===== src/hw/pfc_cfg.svh =====
`ifndef PFC_CFG_SVH
`define PFC_CFG_SVH

`define PFC_PC_W 21
`define PFC_SP_W 5
`define PFC_STK_DEPTH 31
`define PFC_PC_RST 21'h0_0000
`define PFC_VEC_HIGH 21'h0_0008
`define PFC_VEC_LOW 21'h0_0018
`define PFC_PC_STEP 21'h0_0002
`define PFC_PHASE_RST 4'h1
`define PFC_PH_ONE 0
`define PFC_PH_TWO 1
`define PFC_PH_THREE 2
`define PFC_PH_FOUR 3

`define PFC_ADDR_PCL 3'h0
`define PFC_ADDR_PC_HIGH_LATCH 3'h1
`define PFC_ADDR_PC_UPPER_LATCH 3'h2
`define PFC_ADDR_STKPTR 3'h3
`define PFC_ADDR_STATUS 3'h4
`define PFC_ADDR_WORKING_REGISTER 3'h5
`define PFC_ADDR_BSR 3'h6
`define PFC_STK_FULL_BIT 7
`define PFC_STK_UNF_BIT 6
`define PFC_UPPER_W 5

`define PFC_SEC_MASK 16'hf000
`define PFC_SEC_VAL 16'hf000
`define PFC_GOTO_MASK 16'hff00
`define PFC_GOTO_VAL 16'hef00
`define PFC_CALL_MASK 16'hfe00
`define PFC_CALL_VAL 16'hec00
`define PFC_CALL_FAST_BIT 8
`define PFC_BRA_MASK 16'hf800
`define PFC_BRA_VAL 16'hd000
`define PFC_RELATIVE_SUBROUTINE_CALL_VAL 16'hd800
`define PFC_RET_MASK 16'hfffe
`define PFC_RETURN_VAL 16'h0012
`define PFC_RETFIE_VAL 16'h0010
`define PFC_RET_FAST_BIT 0
`define PFC_FILE_TO_FILE_MOVE_MASK 16'hf000
`define PFC_FILE_TO_FILE_MOVE_VAL 16'hc000
`define PFC_LOAD_INDIRECT_POINTER_MASK 16'hffc0
`define PFC_LOAD_INDIRECT_POINTER_VAL 16'hee00
`define PFC_NOP_VAL 16'h0000

`endif


===== src/hw/pfc_pkg.sv =====
package pfc_pkg;
	typedef enum logic [3:0] {
		PFC_OP_PLAIN = 4'b0000,
		PFC_OP_GOTO = 4'b0001,
		PFC_OP_CALL = 4'b0010,
		PFC_OP_BRA = 4'b0011,
		PFC_OP_RELATIVE_SUBROUTINE_CALL = 4'b0100,
		PFC_OP_RETURN = 4'b0101,
		PFC_OP_RETFIE = 4'b0110,
		PFC_OP_TWO_WORD = 4'b0111,
		PFC_OP_NOP = 4'b1000
	} pfc_op_e;
endpackage


===== src/hw/pfc_phase_gen.sv =====
`timescale 1ns/100ps
`default_nettype none
`include "pfc_cfg.svh"
module pfc_phase_gen (
	input wire logic i_sys_clk,
	input wire logic i_rst,
	output logic [3:0] o_phase
);
	// A one-hot ring keeps the four phase enables free of decode glitches.
	always_ff @(posedge i_sys_clk)
	begin
		if (i_rst)
			o_phase <= `PFC_PHASE_RST;
		else
			o_phase <= {o_phase[2:0], o_phase[3]};
	end
endmodule
`default_nettype wire


===== src/hw/pfc_ret_stack.sv =====
`timescale 1ns/100ps
`default_nettype none
`include "pfc_cfg.svh"
module pfc_ret_stack #(
	parameter int DEPTH = `PFC_STK_DEPTH,
	parameter int AW = `PFC_PC_W,
	parameter int PW = `PFC_SP_W
) (
	input wire logic i_sys_clk,
	input wire logic i_por,
	input wire logic i_sp_rst,
	input wire logic i_push,
	input wire logic i_pop,
	input wire logic [AW-1:0] i_push_data,
	input wire logic i_sw_wr,
	input wire logic [7:0] i_sw_data,
	output logic [AW-1:0] o_tos,
	output logic [PW-1:0] o_sp,
	output logic o_full,
	output logic o_unf,
	output logic o_event
);
	logic [AW-1:0] mem [1:DEPTH];
	wire at_top = (o_sp == PW'(DEPTH));
	wire at_bottom = (o_sp == '0);
	wire [PW-1:0] sp_inc = at_top ? o_sp : PW'(o_sp + 1'b1);
	wire full_set = i_push && (o_sp >= PW'(DEPTH - 1));
	wire unf_set = i_pop && at_bottom;
	wire full_clr = i_sw_wr && !i_sw_data[`PFC_STK_FULL_BIT];
	wire unf_clr = i_sw_wr && !i_sw_data[`PFC_STK_UNF_BIT];

	// An empty stack hands back zero, which sends the program to the reset vector.
	assign o_tos = at_bottom ? '0 : mem[o_sp];

	always_ff @(posedge i_sys_clk)
	begin
		if (i_push)
			mem[sp_inc] <= i_push_data;
	end

	always_ff @(posedge i_sys_clk)
	begin
		if (i_por || i_sp_rst)
			o_sp <= '0;
		else if (i_push)
			o_sp <= sp_inc;
		else if (i_pop && !at_bottom)
			o_sp <= PW'(o_sp - 1'b1);
		else if (i_sw_wr)
			o_sp <= i_sw_data[PW-1:0];
	end

	// The flags ignore the stack reset; a new event wins over a clear in the same cycle.
	always_ff @(posedge i_sys_clk)
	begin
		if (i_por)
		begin
			o_full <= 1'b0;
			o_unf <= 1'b0;
			o_event <= 1'b0;
		end
		else
		begin
			o_full <= full_set || (o_full && !full_clr);
			o_unf <= unf_set || (o_unf && !unf_clr);
			o_event <= full_set || unf_set;
		end
	end
endmodule
`default_nettype wire


===== src/hw/pfc_core.sv =====
// Our own choices: the register addresses and strobed register access.
`timescale 1ns/100ps
`default_nettype none
`include "pfc_cfg.svh"
module pfc_core #(
	parameter int PC_W = `PFC_PC_W,
	parameter int SP_W = `PFC_SP_W,
	parameter int STK_DEPTH = `PFC_STK_DEPTH
) (
	input wire logic i_sys_clk,
	input wire logic i_rst,
	input wire logic i_stack_overflow_reset_enable,
	input wire logic [2:0] i_reg_addr,
	input wire logic [7:0] i_reg_wdata,
	input wire logic i_reg_wr,
	input wire logic i_reg_rd,
	output logic [7:0] o_reg_rdata,
	output logic [PC_W-1:0] o_pm_addr,
	input wire logic [15:0] i_pm_data,
	output logic [15:0] o_instruction_latch,
	output logic o_exec_valid,
	output logic [11:0] o_dm_addr,
	output logic o_dm_rd,
	output logic o_dm_wr,
	input wire logic i_irq_high,
	input wire logic i_irq_low,
	output logic o_irq_ack,
	output logic [3:0] o_phase,
	output logic o_dev_reset,
	output logic [7:0] o_status,
	output logic [7:0] o_working_register,
	output logic [7:0] o_bank_select_register
);
	logic [PC_W-1:0] pc_reg;
	logic [PC_W-1:0] pc_next;
	logic [7:0] pc_high_latch_reg;
	logic [PC_W-17:0] pc_upper_latch_reg;
	logic [15:0] ir_reg;
	logic exec_valid_reg;
	logic flush_pend_reg;
	logic dev_rst_reg;
	logic [7:0] status_reg;
	logic [7:0] working_register_reg;
	logic [7:0] bsr_reg;
	logic [7:0] sh_status_reg;
	logic [7:0] sh_working_register_reg;
	logic [7:0] sh_bsr_reg;
	logic [7:0] rdata_reg;
	logic [PC_W-1:0] pm_addr_reg;
	logic [11:0] dm_addr_reg;
	logic dm_rd_reg;
	logic dm_wr_reg;
	logic irq_ack_reg;
	logic [PC_W-1:0] tos;
	logic [SP_W-1:0] sp;
	logic stk_full;
	logic stk_unf;
	logic stk_event;
	pfc_pkg::pfc_op_e op;

	wire core_rst = i_rst || dev_rst_reg;
	wire ph1 = o_phase[`PFC_PH_ONE];
	wire ph2 = o_phase[`PFC_PH_TWO];
	wire ph3 = o_phase[`PFC_PH_THREE];
	wire ph4 = o_phase[`PFC_PH_FOUR];

	pfc_phase_gen i_pfc_phase_gen (
		.i_sys_clk(i_sys_clk),
		.i_rst(core_rst),
		.o_phase(o_phase)
	);

	// Instruction decode of the word now in execution.
	wire is_sec = (ir_reg & `PFC_SEC_MASK) == `PFC_SEC_VAL;
	wire is_goto = (ir_reg & `PFC_GOTO_MASK) == `PFC_GOTO_VAL;
	wire is_call = (ir_reg & `PFC_CALL_MASK) == `PFC_CALL_VAL;
	wire is_bra = (ir_reg & `PFC_BRA_MASK) == `PFC_BRA_VAL;
	wire is_relative_subroutine_call = (ir_reg & `PFC_BRA_MASK) == `PFC_RELATIVE_SUBROUTINE_CALL_VAL;
	wire is_return = (ir_reg & `PFC_RET_MASK) == `PFC_RETURN_VAL;
	wire is_retfie = (ir_reg & `PFC_RET_MASK) == `PFC_RETFIE_VAL;
	wire is_two = ((ir_reg & `PFC_FILE_TO_FILE_MOVE_MASK) == `PFC_FILE_TO_FILE_MOVE_VAL) || ((ir_reg & `PFC_LOAD_INDIRECT_POINTER_MASK) == `PFC_LOAD_INDIRECT_POINTER_VAL);

	// The lone second word decodes as a no-op, ahead of everything else.
	assign op = (is_sec || ir_reg == `PFC_NOP_VAL) ? pfc_pkg::PFC_OP_NOP :
		is_goto ? pfc_pkg::PFC_OP_GOTO :
		is_call ? pfc_pkg::PFC_OP_CALL :
		is_bra ? pfc_pkg::PFC_OP_BRA :
		is_relative_subroutine_call ? pfc_pkg::PFC_OP_RELATIVE_SUBROUTINE_CALL :
		is_return ? pfc_pkg::PFC_OP_RETURN :
		is_retfie ? pfc_pkg::PFC_OP_RETFIE :
		is_two ? pfc_pkg::PFC_OP_TWO_WORD :
		pfc_pkg::PFC_OP_PLAIN;

	wire exec_go = ph4 && exec_valid_reg;
	wire op_call = op == pfc_pkg::PFC_OP_CALL;
	wire op_relative_subroutine_call = op == pfc_pkg::PFC_OP_RELATIVE_SUBROUTINE_CALL;
	wire op_ret = (op == pfc_pkg::PFC_OP_RETURN) || (op == pfc_pkg::PFC_OP_RETFIE);
	wire op_abs = (op == pfc_pkg::PFC_OP_GOTO) || op_call;
	wire op_rel = (op == pfc_pkg::PFC_OP_BRA) || op_relative_subroutine_call;
	wire branch_take = exec_go && (op_abs || op_rel || op_ret);
	wire fast_bit = op_call ? ir_reg[`PFC_CALL_FAST_BIT] : ir_reg[`PFC_RET_FAST_BIT];

	// Interrupts are held off while a branch or a two-word instruction executes,
	// since flushing the second word would strand it.
	wire irq_req = i_irq_high || i_irq_low;
	wire irq_take = ph4 && exec_valid_reg && irq_req && !branch_take && (op != pfc_pkg::PFC_OP_TWO_WORD);
	wire [PC_W-1:0] irq_vec = i_irq_high ? `PFC_VEC_HIGH : `PFC_VEC_LOW;

	// The second word of an absolute call or jump is on the memory bus in this phase.
	wire [PC_W-1:0] abs_target = {i_pm_data[11:0], ir_reg[7:0], 1'b0};
	wire [PC_W-1:0] rel_off = {{(PC_W-12){ir_reg[10]}}, ir_reg[10:0], 1'b0};
	wire [PC_W-1:0] pc_this = PC_W'(pc_reg - `PFC_PC_STEP);
	wire [PC_W-1:0] rel_target = PC_W'(pc_this + rel_off);
	wire [PC_W-1:0] branch_target = op_abs ? abs_target : op_rel ? rel_target : tos;

	wire push = (exec_go && (op_call || op_relative_subroutine_call)) || irq_take;
	wire pop = exec_go && op_ret;
	wire [PC_W-1:0] push_data = (exec_go && op_call) ? pc_reg : pc_this;
	wire shadow_load = irq_take || (exec_go && op_call && fast_bit);
	wire shadow_restore = pop && fast_bit;

	// Register bus decode.
	wire wr_pcl = i_reg_wr && (i_reg_addr == `PFC_ADDR_PCL);
	wire wr_lath = i_reg_wr && (i_reg_addr == `PFC_ADDR_PC_HIGH_LATCH);
	wire wr_latu = i_reg_wr && (i_reg_addr == `PFC_ADDR_PC_UPPER_LATCH);
	wire wr_stk = i_reg_wr && (i_reg_addr == `PFC_ADDR_STKPTR);
	wire wr_status = i_reg_wr && (i_reg_addr == `PFC_ADDR_STATUS);
	wire wr_working_register = i_reg_wr && (i_reg_addr == `PFC_ADDR_WORKING_REGISTER);
	wire wr_bsr = i_reg_wr && (i_reg_addr == `PFC_ADDR_BSR);
	wire rd_pcl = i_reg_rd && (i_reg_addr == `PFC_ADDR_PCL);
	wire [7:0] stkptr_view = {stk_full, stk_unf, {(8-SP_W-2){1'b0}}, sp};
	wire [7:0] rd_mux = (i_reg_addr == `PFC_ADDR_PCL) ? pc_reg[7:0] :
		(i_reg_addr == `PFC_ADDR_PC_HIGH_LATCH) ? pc_high_latch_reg :
		(i_reg_addr == `PFC_ADDR_PC_UPPER_LATCH) ? {{(8-`PFC_UPPER_W){1'b0}}, pc_upper_latch_reg} :
		(i_reg_addr == `PFC_ADDR_STKPTR) ? stkptr_view :
		(i_reg_addr == `PFC_ADDR_STATUS) ? status_reg :
		(i_reg_addr == `PFC_ADDR_WORKING_REGISTER) ? working_register_reg :
		(i_reg_addr == `PFC_ADDR_BSR) ? bsr_reg :
		8'h00;

	// A low-byte write lands together with both latches and restarts the fetch.
	wire [PC_W-1:0] pcl_target = {pc_upper_latch_reg, pc_high_latch_reg, i_reg_wdata[7:1], 1'b0};
	wire [PC_W-1:0] pc_step = PC_W'(pc_reg + `PFC_PC_STEP);
	wire file_op = exec_valid_reg && (op == pfc_pkg::PFC_OP_PLAIN);

	pfc_ret_stack #(
		.DEPTH(STK_DEPTH),
		.AW(PC_W),
		.PW(SP_W)
	) i_pfc_ret_stack (
		.i_sys_clk(i_sys_clk),
		.i_por(i_rst),
		.i_sp_rst(dev_rst_reg),
		.i_push(push),
		.i_pop(pop),
		.i_push_data(push_data),
		.i_sw_wr(wr_stk),
		.i_sw_data(i_reg_wdata),
		.o_tos(tos),
		.o_sp(sp),
		.o_full(stk_full),
		.o_unf(stk_unf),
		.o_event(stk_event)
	);

	// A branch or vector decided in phase four wins over a software write in the same cycle.
	always_comb
	begin
		if (branch_take)
			pc_next = branch_target;
		else if (irq_take)
			pc_next = irq_vec;
		else if (wr_pcl)
			pc_next = pcl_target;
		else if (ph1)
			pc_next = pc_step;
		else
			pc_next = pc_reg;
	end

	always_ff @(posedge i_sys_clk)
	begin
		if (core_rst)
			pc_reg <= `PFC_PC_RST;
		else
			pc_reg <= {pc_next[PC_W-1:1], 1'b0};
	end

	// The fetch address is the counter as it stood before the phase-one step.
	always_ff @(posedge i_sys_clk)
	begin
		if (core_rst)
			pm_addr_reg <= `PFC_PC_RST;
		else if (ph1)
			pm_addr_reg <= pc_reg;
	end

	always_ff @(posedge i_sys_clk)
	begin
		if (i_rst)
		begin
			pc_high_latch_reg <= 8'h00;
			pc_upper_latch_reg <= '0;
		end
		else if (rd_pcl)
		begin
			pc_high_latch_reg <= pc_reg[15:8];
			pc_upper_latch_reg <= pc_reg[PC_W-1:16];
		end
		else
		begin
			if (wr_lath)
				pc_high_latch_reg <= i_reg_wdata;
			if (wr_latu)
				pc_upper_latch_reg <= i_reg_wdata[`PFC_UPPER_W-1:0];
		end
	end

	// Fetch and execute overlap: the word latched now executes over the next four phases.
	always_ff @(posedge i_sys_clk)
	begin
		if (core_rst)
		begin
			ir_reg <= `PFC_NOP_VAL;
			exec_valid_reg <= 1'b0;
			flush_pend_reg <= 1'b0;
		end
		else if (ph4)
		begin
			ir_reg <= i_pm_data;
			exec_valid_reg <= !(branch_take || irq_take || flush_pend_reg || wr_pcl);
			flush_pend_reg <= 1'b0;
		end
		else if (wr_pcl)
			flush_pend_reg <= 1'b1;
	end

	always_ff @(posedge i_sys_clk)
	begin
		if (core_rst)
		begin
			dm_rd_reg <= 1'b0;
			dm_wr_reg <= 1'b0;
			dm_addr_reg <= 12'h000;
		end
		else
		begin
			dm_rd_reg <= ph1 && file_op;
			dm_wr_reg <= ph3 && file_op;
			if (ph1)
				dm_addr_reg <= {bsr_reg[3:0], ir_reg[7:0]};
		end
	end

	always_ff @(posedge i_sys_clk)
	begin
		if (core_rst)
		begin
			sh_status_reg <= 8'h00;
			sh_working_register_reg <= 8'h00;
			sh_bsr_reg <= 8'h00;
		end
		else if (shadow_load)
		begin
			sh_status_reg <= status_reg;
			sh_working_register_reg <= working_register_reg;
			sh_bsr_reg <= bsr_reg;
		end
	end

	always_ff @(posedge i_sys_clk)
	begin
		if (core_rst)
		begin
			status_reg <= 8'h00;
			working_register_reg <= 8'h00;
			bsr_reg <= 8'h00;
		end
		else if (shadow_restore)
		begin
			status_reg <= sh_status_reg;
			working_register_reg <= sh_working_register_reg;
			bsr_reg <= sh_bsr_reg;
		end
		else
		begin
			if (wr_status)
				status_reg <= i_reg_wdata;
			if (wr_working_register)
				working_register_reg <= i_reg_wdata;
			if (wr_bsr)
				bsr_reg <= i_reg_wdata;
		end
	end

	// The device reset follows the flag by one cycle so the flag is already set.
	always_ff @(posedge i_sys_clk)
	begin
		if (i_rst)
		begin
			dev_rst_reg <= 1'b0;
			irq_ack_reg <= 1'b0;
			rdata_reg <= 8'h00;
		end
		else
		begin
			dev_rst_reg <= stk_event && i_stack_overflow_reset_enable;
			irq_ack_reg <= irq_take;
			rdata_reg <= i_reg_rd ? rd_mux : 8'h00;
		end
	end

	assign o_reg_rdata = rdata_reg;
	assign o_pm_addr = pm_addr_reg;
	assign o_instruction_latch = ir_reg;
	assign o_exec_valid = exec_valid_reg;
	assign o_dm_addr = dm_addr_reg;
	assign o_dm_rd = dm_rd_reg;
	assign o_dm_wr = dm_wr_reg;
	assign o_irq_ack = irq_ack_reg;
	assign o_dev_reset = dev_rst_reg;
	assign o_status = status_reg;
	assign o_working_register = working_register_reg;
	assign o_bank_select_register = bsr_reg;
endmodule
`default_nettype wire


===== config.mk =====
export PLATFORM = sky130hd
export DESIGN_NAME = pfc_core
export DESIGN_NICKNAME = d
export VERILOG_FILES = /design/src/hw/pfc_pkg.sv /design/src/hw/pfc_phase_gen.sv /design/src/hw/pfc_ret_stack.sv /design/src/hw/pfc_core.sv
export VERILOG_INCLUDE_DIRS = /design/src /design/src/hw
export SDC_FILE = /design/constraint.sdc
export NUM_CORES = 1
export LEC_CHECK = 0
export BUFFER_PORTS_ARGS = -buffer_cell sky130_fd_sc_hd__buf_2
export CORE_ASPECT_RATIO = 1.75
export CORE_MARGIN = 2
export CORE_UTILIZATION = 35
export DETAILED_ROUTE_END_ITERATION = 8
export GPL_TIMING_DRIVEN = 0
export SETUP_SLACK_MARGIN = 0.3
export SLEW_MARGIN = 10
export SYNTH_ARGS = -nofsm -noshare
export SYNTH_HDL_FRONTEND = slang
export SYNTH_SLANG_ARGS = --single-unit

===== constraint.sdc =====
create_clock -name i_sys_clk -period 4.3 [get_ports i_sys_clk]
set_clock_uncertainty 0.05 [all_clocks]
set_input_delay 0 -clock i_sys_clk [delete_from_list [all_inputs] [get_ports i_sys_clk]]
set_output_delay 0 -clock i_sys_clk [all_outputs]
set_load 0.05 [all_outputs]

==> flow_summary.ini <==
[sta]
fin_crit_ps = 4050
rsz0062_at_grt = true
final_hold_violation_count = 0
period_share = 0.941
fmax_ghz = 0.247
timing.final.setup_violations = 0
maxSlewViolCount = 0
actual_slew_at_the_worst_max_slew_pin_ps = 1180
slew_headroom = 0.207

[placement]
dpl.cell_count = 3550
place.port_buffers = 122
gp_congestion = 0.958
place_hpwl_um = 78700

[yosys]
ys_ff_latch = 780
synth_fa_ha_area_frac = 0.0104
synth_enable_flop_cells = 620
syn-num-nets = 2228
synth-xor-area-share = 0.0182
synth_top_family_by_area = multiplexers
synthDominantCellAreaShare = 0.561
async_reset_ff_frac = 0
sequential_element_share_of_the_synthesized_area = 0.658
netlist.top_cell.by_area = sky130_fd_sc_hd__edfxtp_1
postSynthAreaPerCell_um2 = 15.3
muxShareOfSynthArea = 0.161
ys_dominant_reg_cell = sky130_fd_sc_hd__edfxtp_1
fraction_of_the_mapped_netlist_area_in_compound_gates = 0.0615
syn-instance-count = 2167
netlist_top_cells_area = sky130_fd_sc_hd__edfxtp_1 (56%), sky130_fd_sc_hd__mux4_2 (12%), sky130_fd_sc_hd__dfxtp_1 (9.7%)
syn_area_mm2 = 0.0332
yosysUniqueCellTypes = 78
yosysWarnings = 0
synth_simple_gate_area_share = 0.0689

[layout]
drive_gt1_frac = 0.250
final_cells = 3720
fillerInstances = 8325
number_of_flip_flops_under_the_largest_register_name = 620
area_added_between_synthesis_and_finish_pct = 19.3
antenna-diode-count = 0
nets = 2519

[worst_setup_path]
start_kind = flip-flop
cp.depth = 17
worstPathRequired_ps = 4770
critical_path.slowest_cell = sky130_fd_sc_hd__or3_4
r2r_cells = 17
critical_path.most_common_cell = sky130_fd_sc_hd__clkbuf_8
path_buf_inv = 4
worstPathArrival_ps = 4520
timing.critical_path.to_type = flip-flop
crit_path_max_incr_delay_ps = 450
setup.worst_path.class = flip-flop to flip-flop
path_max_fanout = 8
path_cells = clkbuf_8 > inv_2 > ha_4 > nand4_1 > or3_4 > or3_1 > clkbuf_8 > xnor2_1 > ha_1 > clkbuf_8 > a41o_1 > a221oi_4 > o21ai_2 > o21a_1 > o21a_1 > o31ai_2 > a21oi_1
critical_path.top_delay_family = compound AO/OA/AOI/OAI gates

[cts]
h-tree-depth = 3
root_buffer = sky130_fd_sc_hd__clkbuf_16
clk_latency_ps = 640
cts_made_buffers = 67
cts.sinks = 780
ctsLongestPathBuffers = 3
worst_setup_hold_path_clk_slew_ps = 70
cts_tree = built

[grt]
grt_pass1_vias = 22000
grt_antenna_before_repair = 0
globalRouteOverflowTotal = 0
grt_first_pass_wirelength_um = 154000
largest_net_degree_at_the_start_of_global_routing = 29
globalRouteTotalUtil = 0.222

[die]
initial_core_utilization = 0.352
dieWidth_um = 237
core_region_area_mm2 = 0.0941
top_level_ports = 124
die_boundary_height_um = 411
rows = 149
die_area_mm2 = 0.0973

[drt]
avgViaCountPerCell = 5.60
average_wire_per_cell_in_the_routed_design_um = 29.0
detail_route.iter0.violations = 1603
detail_route.wirelength_um = 108000
detail_route.first_pass.iterations = 5
via_count = 20800
drt.antenna.violating_nets = 0
drt_drc_violations_left = 0

[pwr]
power_leakage_uw = 0.0132
worst_ir_drop_vdd_mv = 0.317
cellPowerDensity_mw_per_mm2 = 420
design_power_total_uw = 16600

[min_path]
min_delay_path_depth = 4
worst_min_path_class = input pin to flip-flop

[job]
drv_cap = 0

[outcome]
outcome = complete, no violations
## cells in the final DEF, fill, tap and decap left out, types with 11 or more instances in the layout
cell type	count
sky130_fd_sc_hd__nor3_1	23
sky130_fd_sc_hd__mux4_2	177
sky130_fd_sc_hd__nand2_1	121
sky130_fd_sc_hd__clkbuf_1	92
sky130_fd_sc_hd__xnor2_1	22
sky130_fd_sc_hd__and2_1	13
sky130_fd_sc_hd__buf_4	24
sky130_fd_sc_hd__buf_12	26
sky130_fd_sc_hd__a21oi_1	102
sky130_fd_sc_hd__buf_2	152
sky130_fd_sc_hd__mux2i_1	124
sky130_fd_sc_hd__ha_1	25
sky130_fd_sc_hd__nand2b_1	11
sky130_fd_sc_hd__xor2_1	28
sky130_fd_sc_hd__nor2_1	189
sky130_fd_sc_hd__buf_1	17
sky130_fd_sc_hd__o21ai_0	53
sky130_fd_sc_hd__buf_6	19
sky130_fd_sc_hd__a211oi_1	48
sky130_fd_sc_hd__o211ai_1	14
sky130_fd_sc_hd__dlygate4sd3_1	32
sky130_fd_sc_hd__or3_1	11
sky130_fd_sc_hd__nor2_4	35
sky130_fd_sc_hd__edfxtp_1	620
sky130_fd_sc_hd__inv_1	16
sky130_fd_sc_hd__buf_8	11
sky130_fd_sc_hd__nand3_1	30
sky130_fd_sc_hd__dfxtp_1	157
sky130_fd_sc_hd__clkbuf_16	72
## cells by family (layout without fill, tap and decap cells)
logic type	after synthesis	count (layout)
DFF	780	780
other	1	1
and+or+nand+nor	505	505
adders and majority gates	27	27
xor gates and xnor gates	69	69
buffers and inverters	163	508
AOI/OAI and AO/OA	315	315
muxes	307	307
## area by class of cell
class,count,area [µm²],share of cell area
Sequential cell,780,21800,0.552
Multi-Input combinational cell,1224,11200,0.284
Timing Repair Buffer,222,1930,0.0488
Clock buffer,88,1840,0.0465
Tap cell,1208,1510,0.0382
Buffer,145,733,0.0185
Clock inverter,35,423,0.0107
Inverter,18,70.1,0.00177
## cells in the mapped netlist (6+ instances only)
master,number
sky130_fd_sc_hd__a22oi_1,11
sky130_fd_sc_hd__clkbuf_1,84
sky130_fd_sc_hd__nand2_1,125
sky130_fd_sc_hd__o22ai_1,10
sky130_fd_sc_hd__o211ai_1,14
sky130_fd_sc_hd__nand3_1,30
sky130_fd_sc_hd__and2_1,14
sky130_fd_sc_hd__a211oi_1,48
sky130_fd_sc_hd__a22o_1,10
sky130_fd_sc_hd__xnor2_1,32
sky130_fd_sc_hd__xor2_1,37
sky130_fd_sc_hd__edfxtp_1,620
sky130_fd_sc_hd__nor3_1,29
sky130_fd_sc_hd__dfxtp_1,160
sky130_fd_sc_hd__buf_1,17
sky130_fd_sc_hd__buf_4,7
sky130_fd_sc_hd__nand2b_1,12
sky130_fd_sc_hd__buf_2,32
sky130_fd_sc_hd__nor2_1,225
sky130_fd_sc_hd__mux2i_1,124
sky130_fd_sc_hd__and3_1,10
sky130_fd_sc_hd__o21ai_0,57
sky130_fd_sc_hd__or3_1,12
sky130_fd_sc_hd__a311oi_1,8
sky130_fd_sc_hd__nor4_1,6
sky130_fd_sc_hd__a21oi_1,103
sky130_fd_sc_hd__o221ai_1,6
sky130_fd_sc_hd__mux4_2,177
sky130_fd_sc_hd__inv_1,18
sky130_fd_sc_hd__nand4_1,7
sky130_fd_sc_hd__and4_1,6
sky130_fd_sc_hd__ha_1,26
## power breakdown
part           internal, µW  switching (µW)
logic                   539            1190
registers              8490            49.1
clock network          3540            2830
## worst paths after layout
path                              start  slack, ps                    endpoint
min reg2reg  i_pfc_phase_gen.o_phase[1]        410  i_pfc_phase_gen.o_phase[2]
min                            i_reg_wr         50              flush_pend_reg
max reg2reg                   pc_reg[2]        250                  pc_reg[17]
max                           pc_reg[2]        250                  pc_reg[17]
## through the flow
step                utilization  TNS, ps  area [µm²]  hold WS (ps)  worst slack, ps
global placement          0.375  -894090       35300           191            -1430
finish                    0.420        0       39500          52.2              253
floorplan                     -        0       33200          63.8              398
global route              0.420        0       39500          35.1              184
CTS                       0.418        0       39400          14.8              292
detailed placement        0.388    -6840       36500           201             -802
## routing by layer
metal | part of all wire | track usage
met5 | 0 | 0
met4 | 0.089 | 0.174
met3 | 0.046 | 0.0321
met2 | 0.54 | 0.419
met1 | 0.32 | 0.214
## tightest hold or removal path, stage by stage
cell	delay (ps)
sky130_fd_sc_hd__buf_2	120
sky130_fd_sc_hd__nor2b_1	240
sky130_fd_sc_hd__a21oi_1	260
sky130_fd_sc_hd__nor2_1	60
## timing repair
item	in CTS	in global routing
endpoints found under the setup margin	680	369
setup buffers	9	6
resized for setup	49	34
hold endpoints to repair	88	0
pin swaps	12	9
hold buffers	32	0
Note: power is estimated with default switching activity, not from simulation.
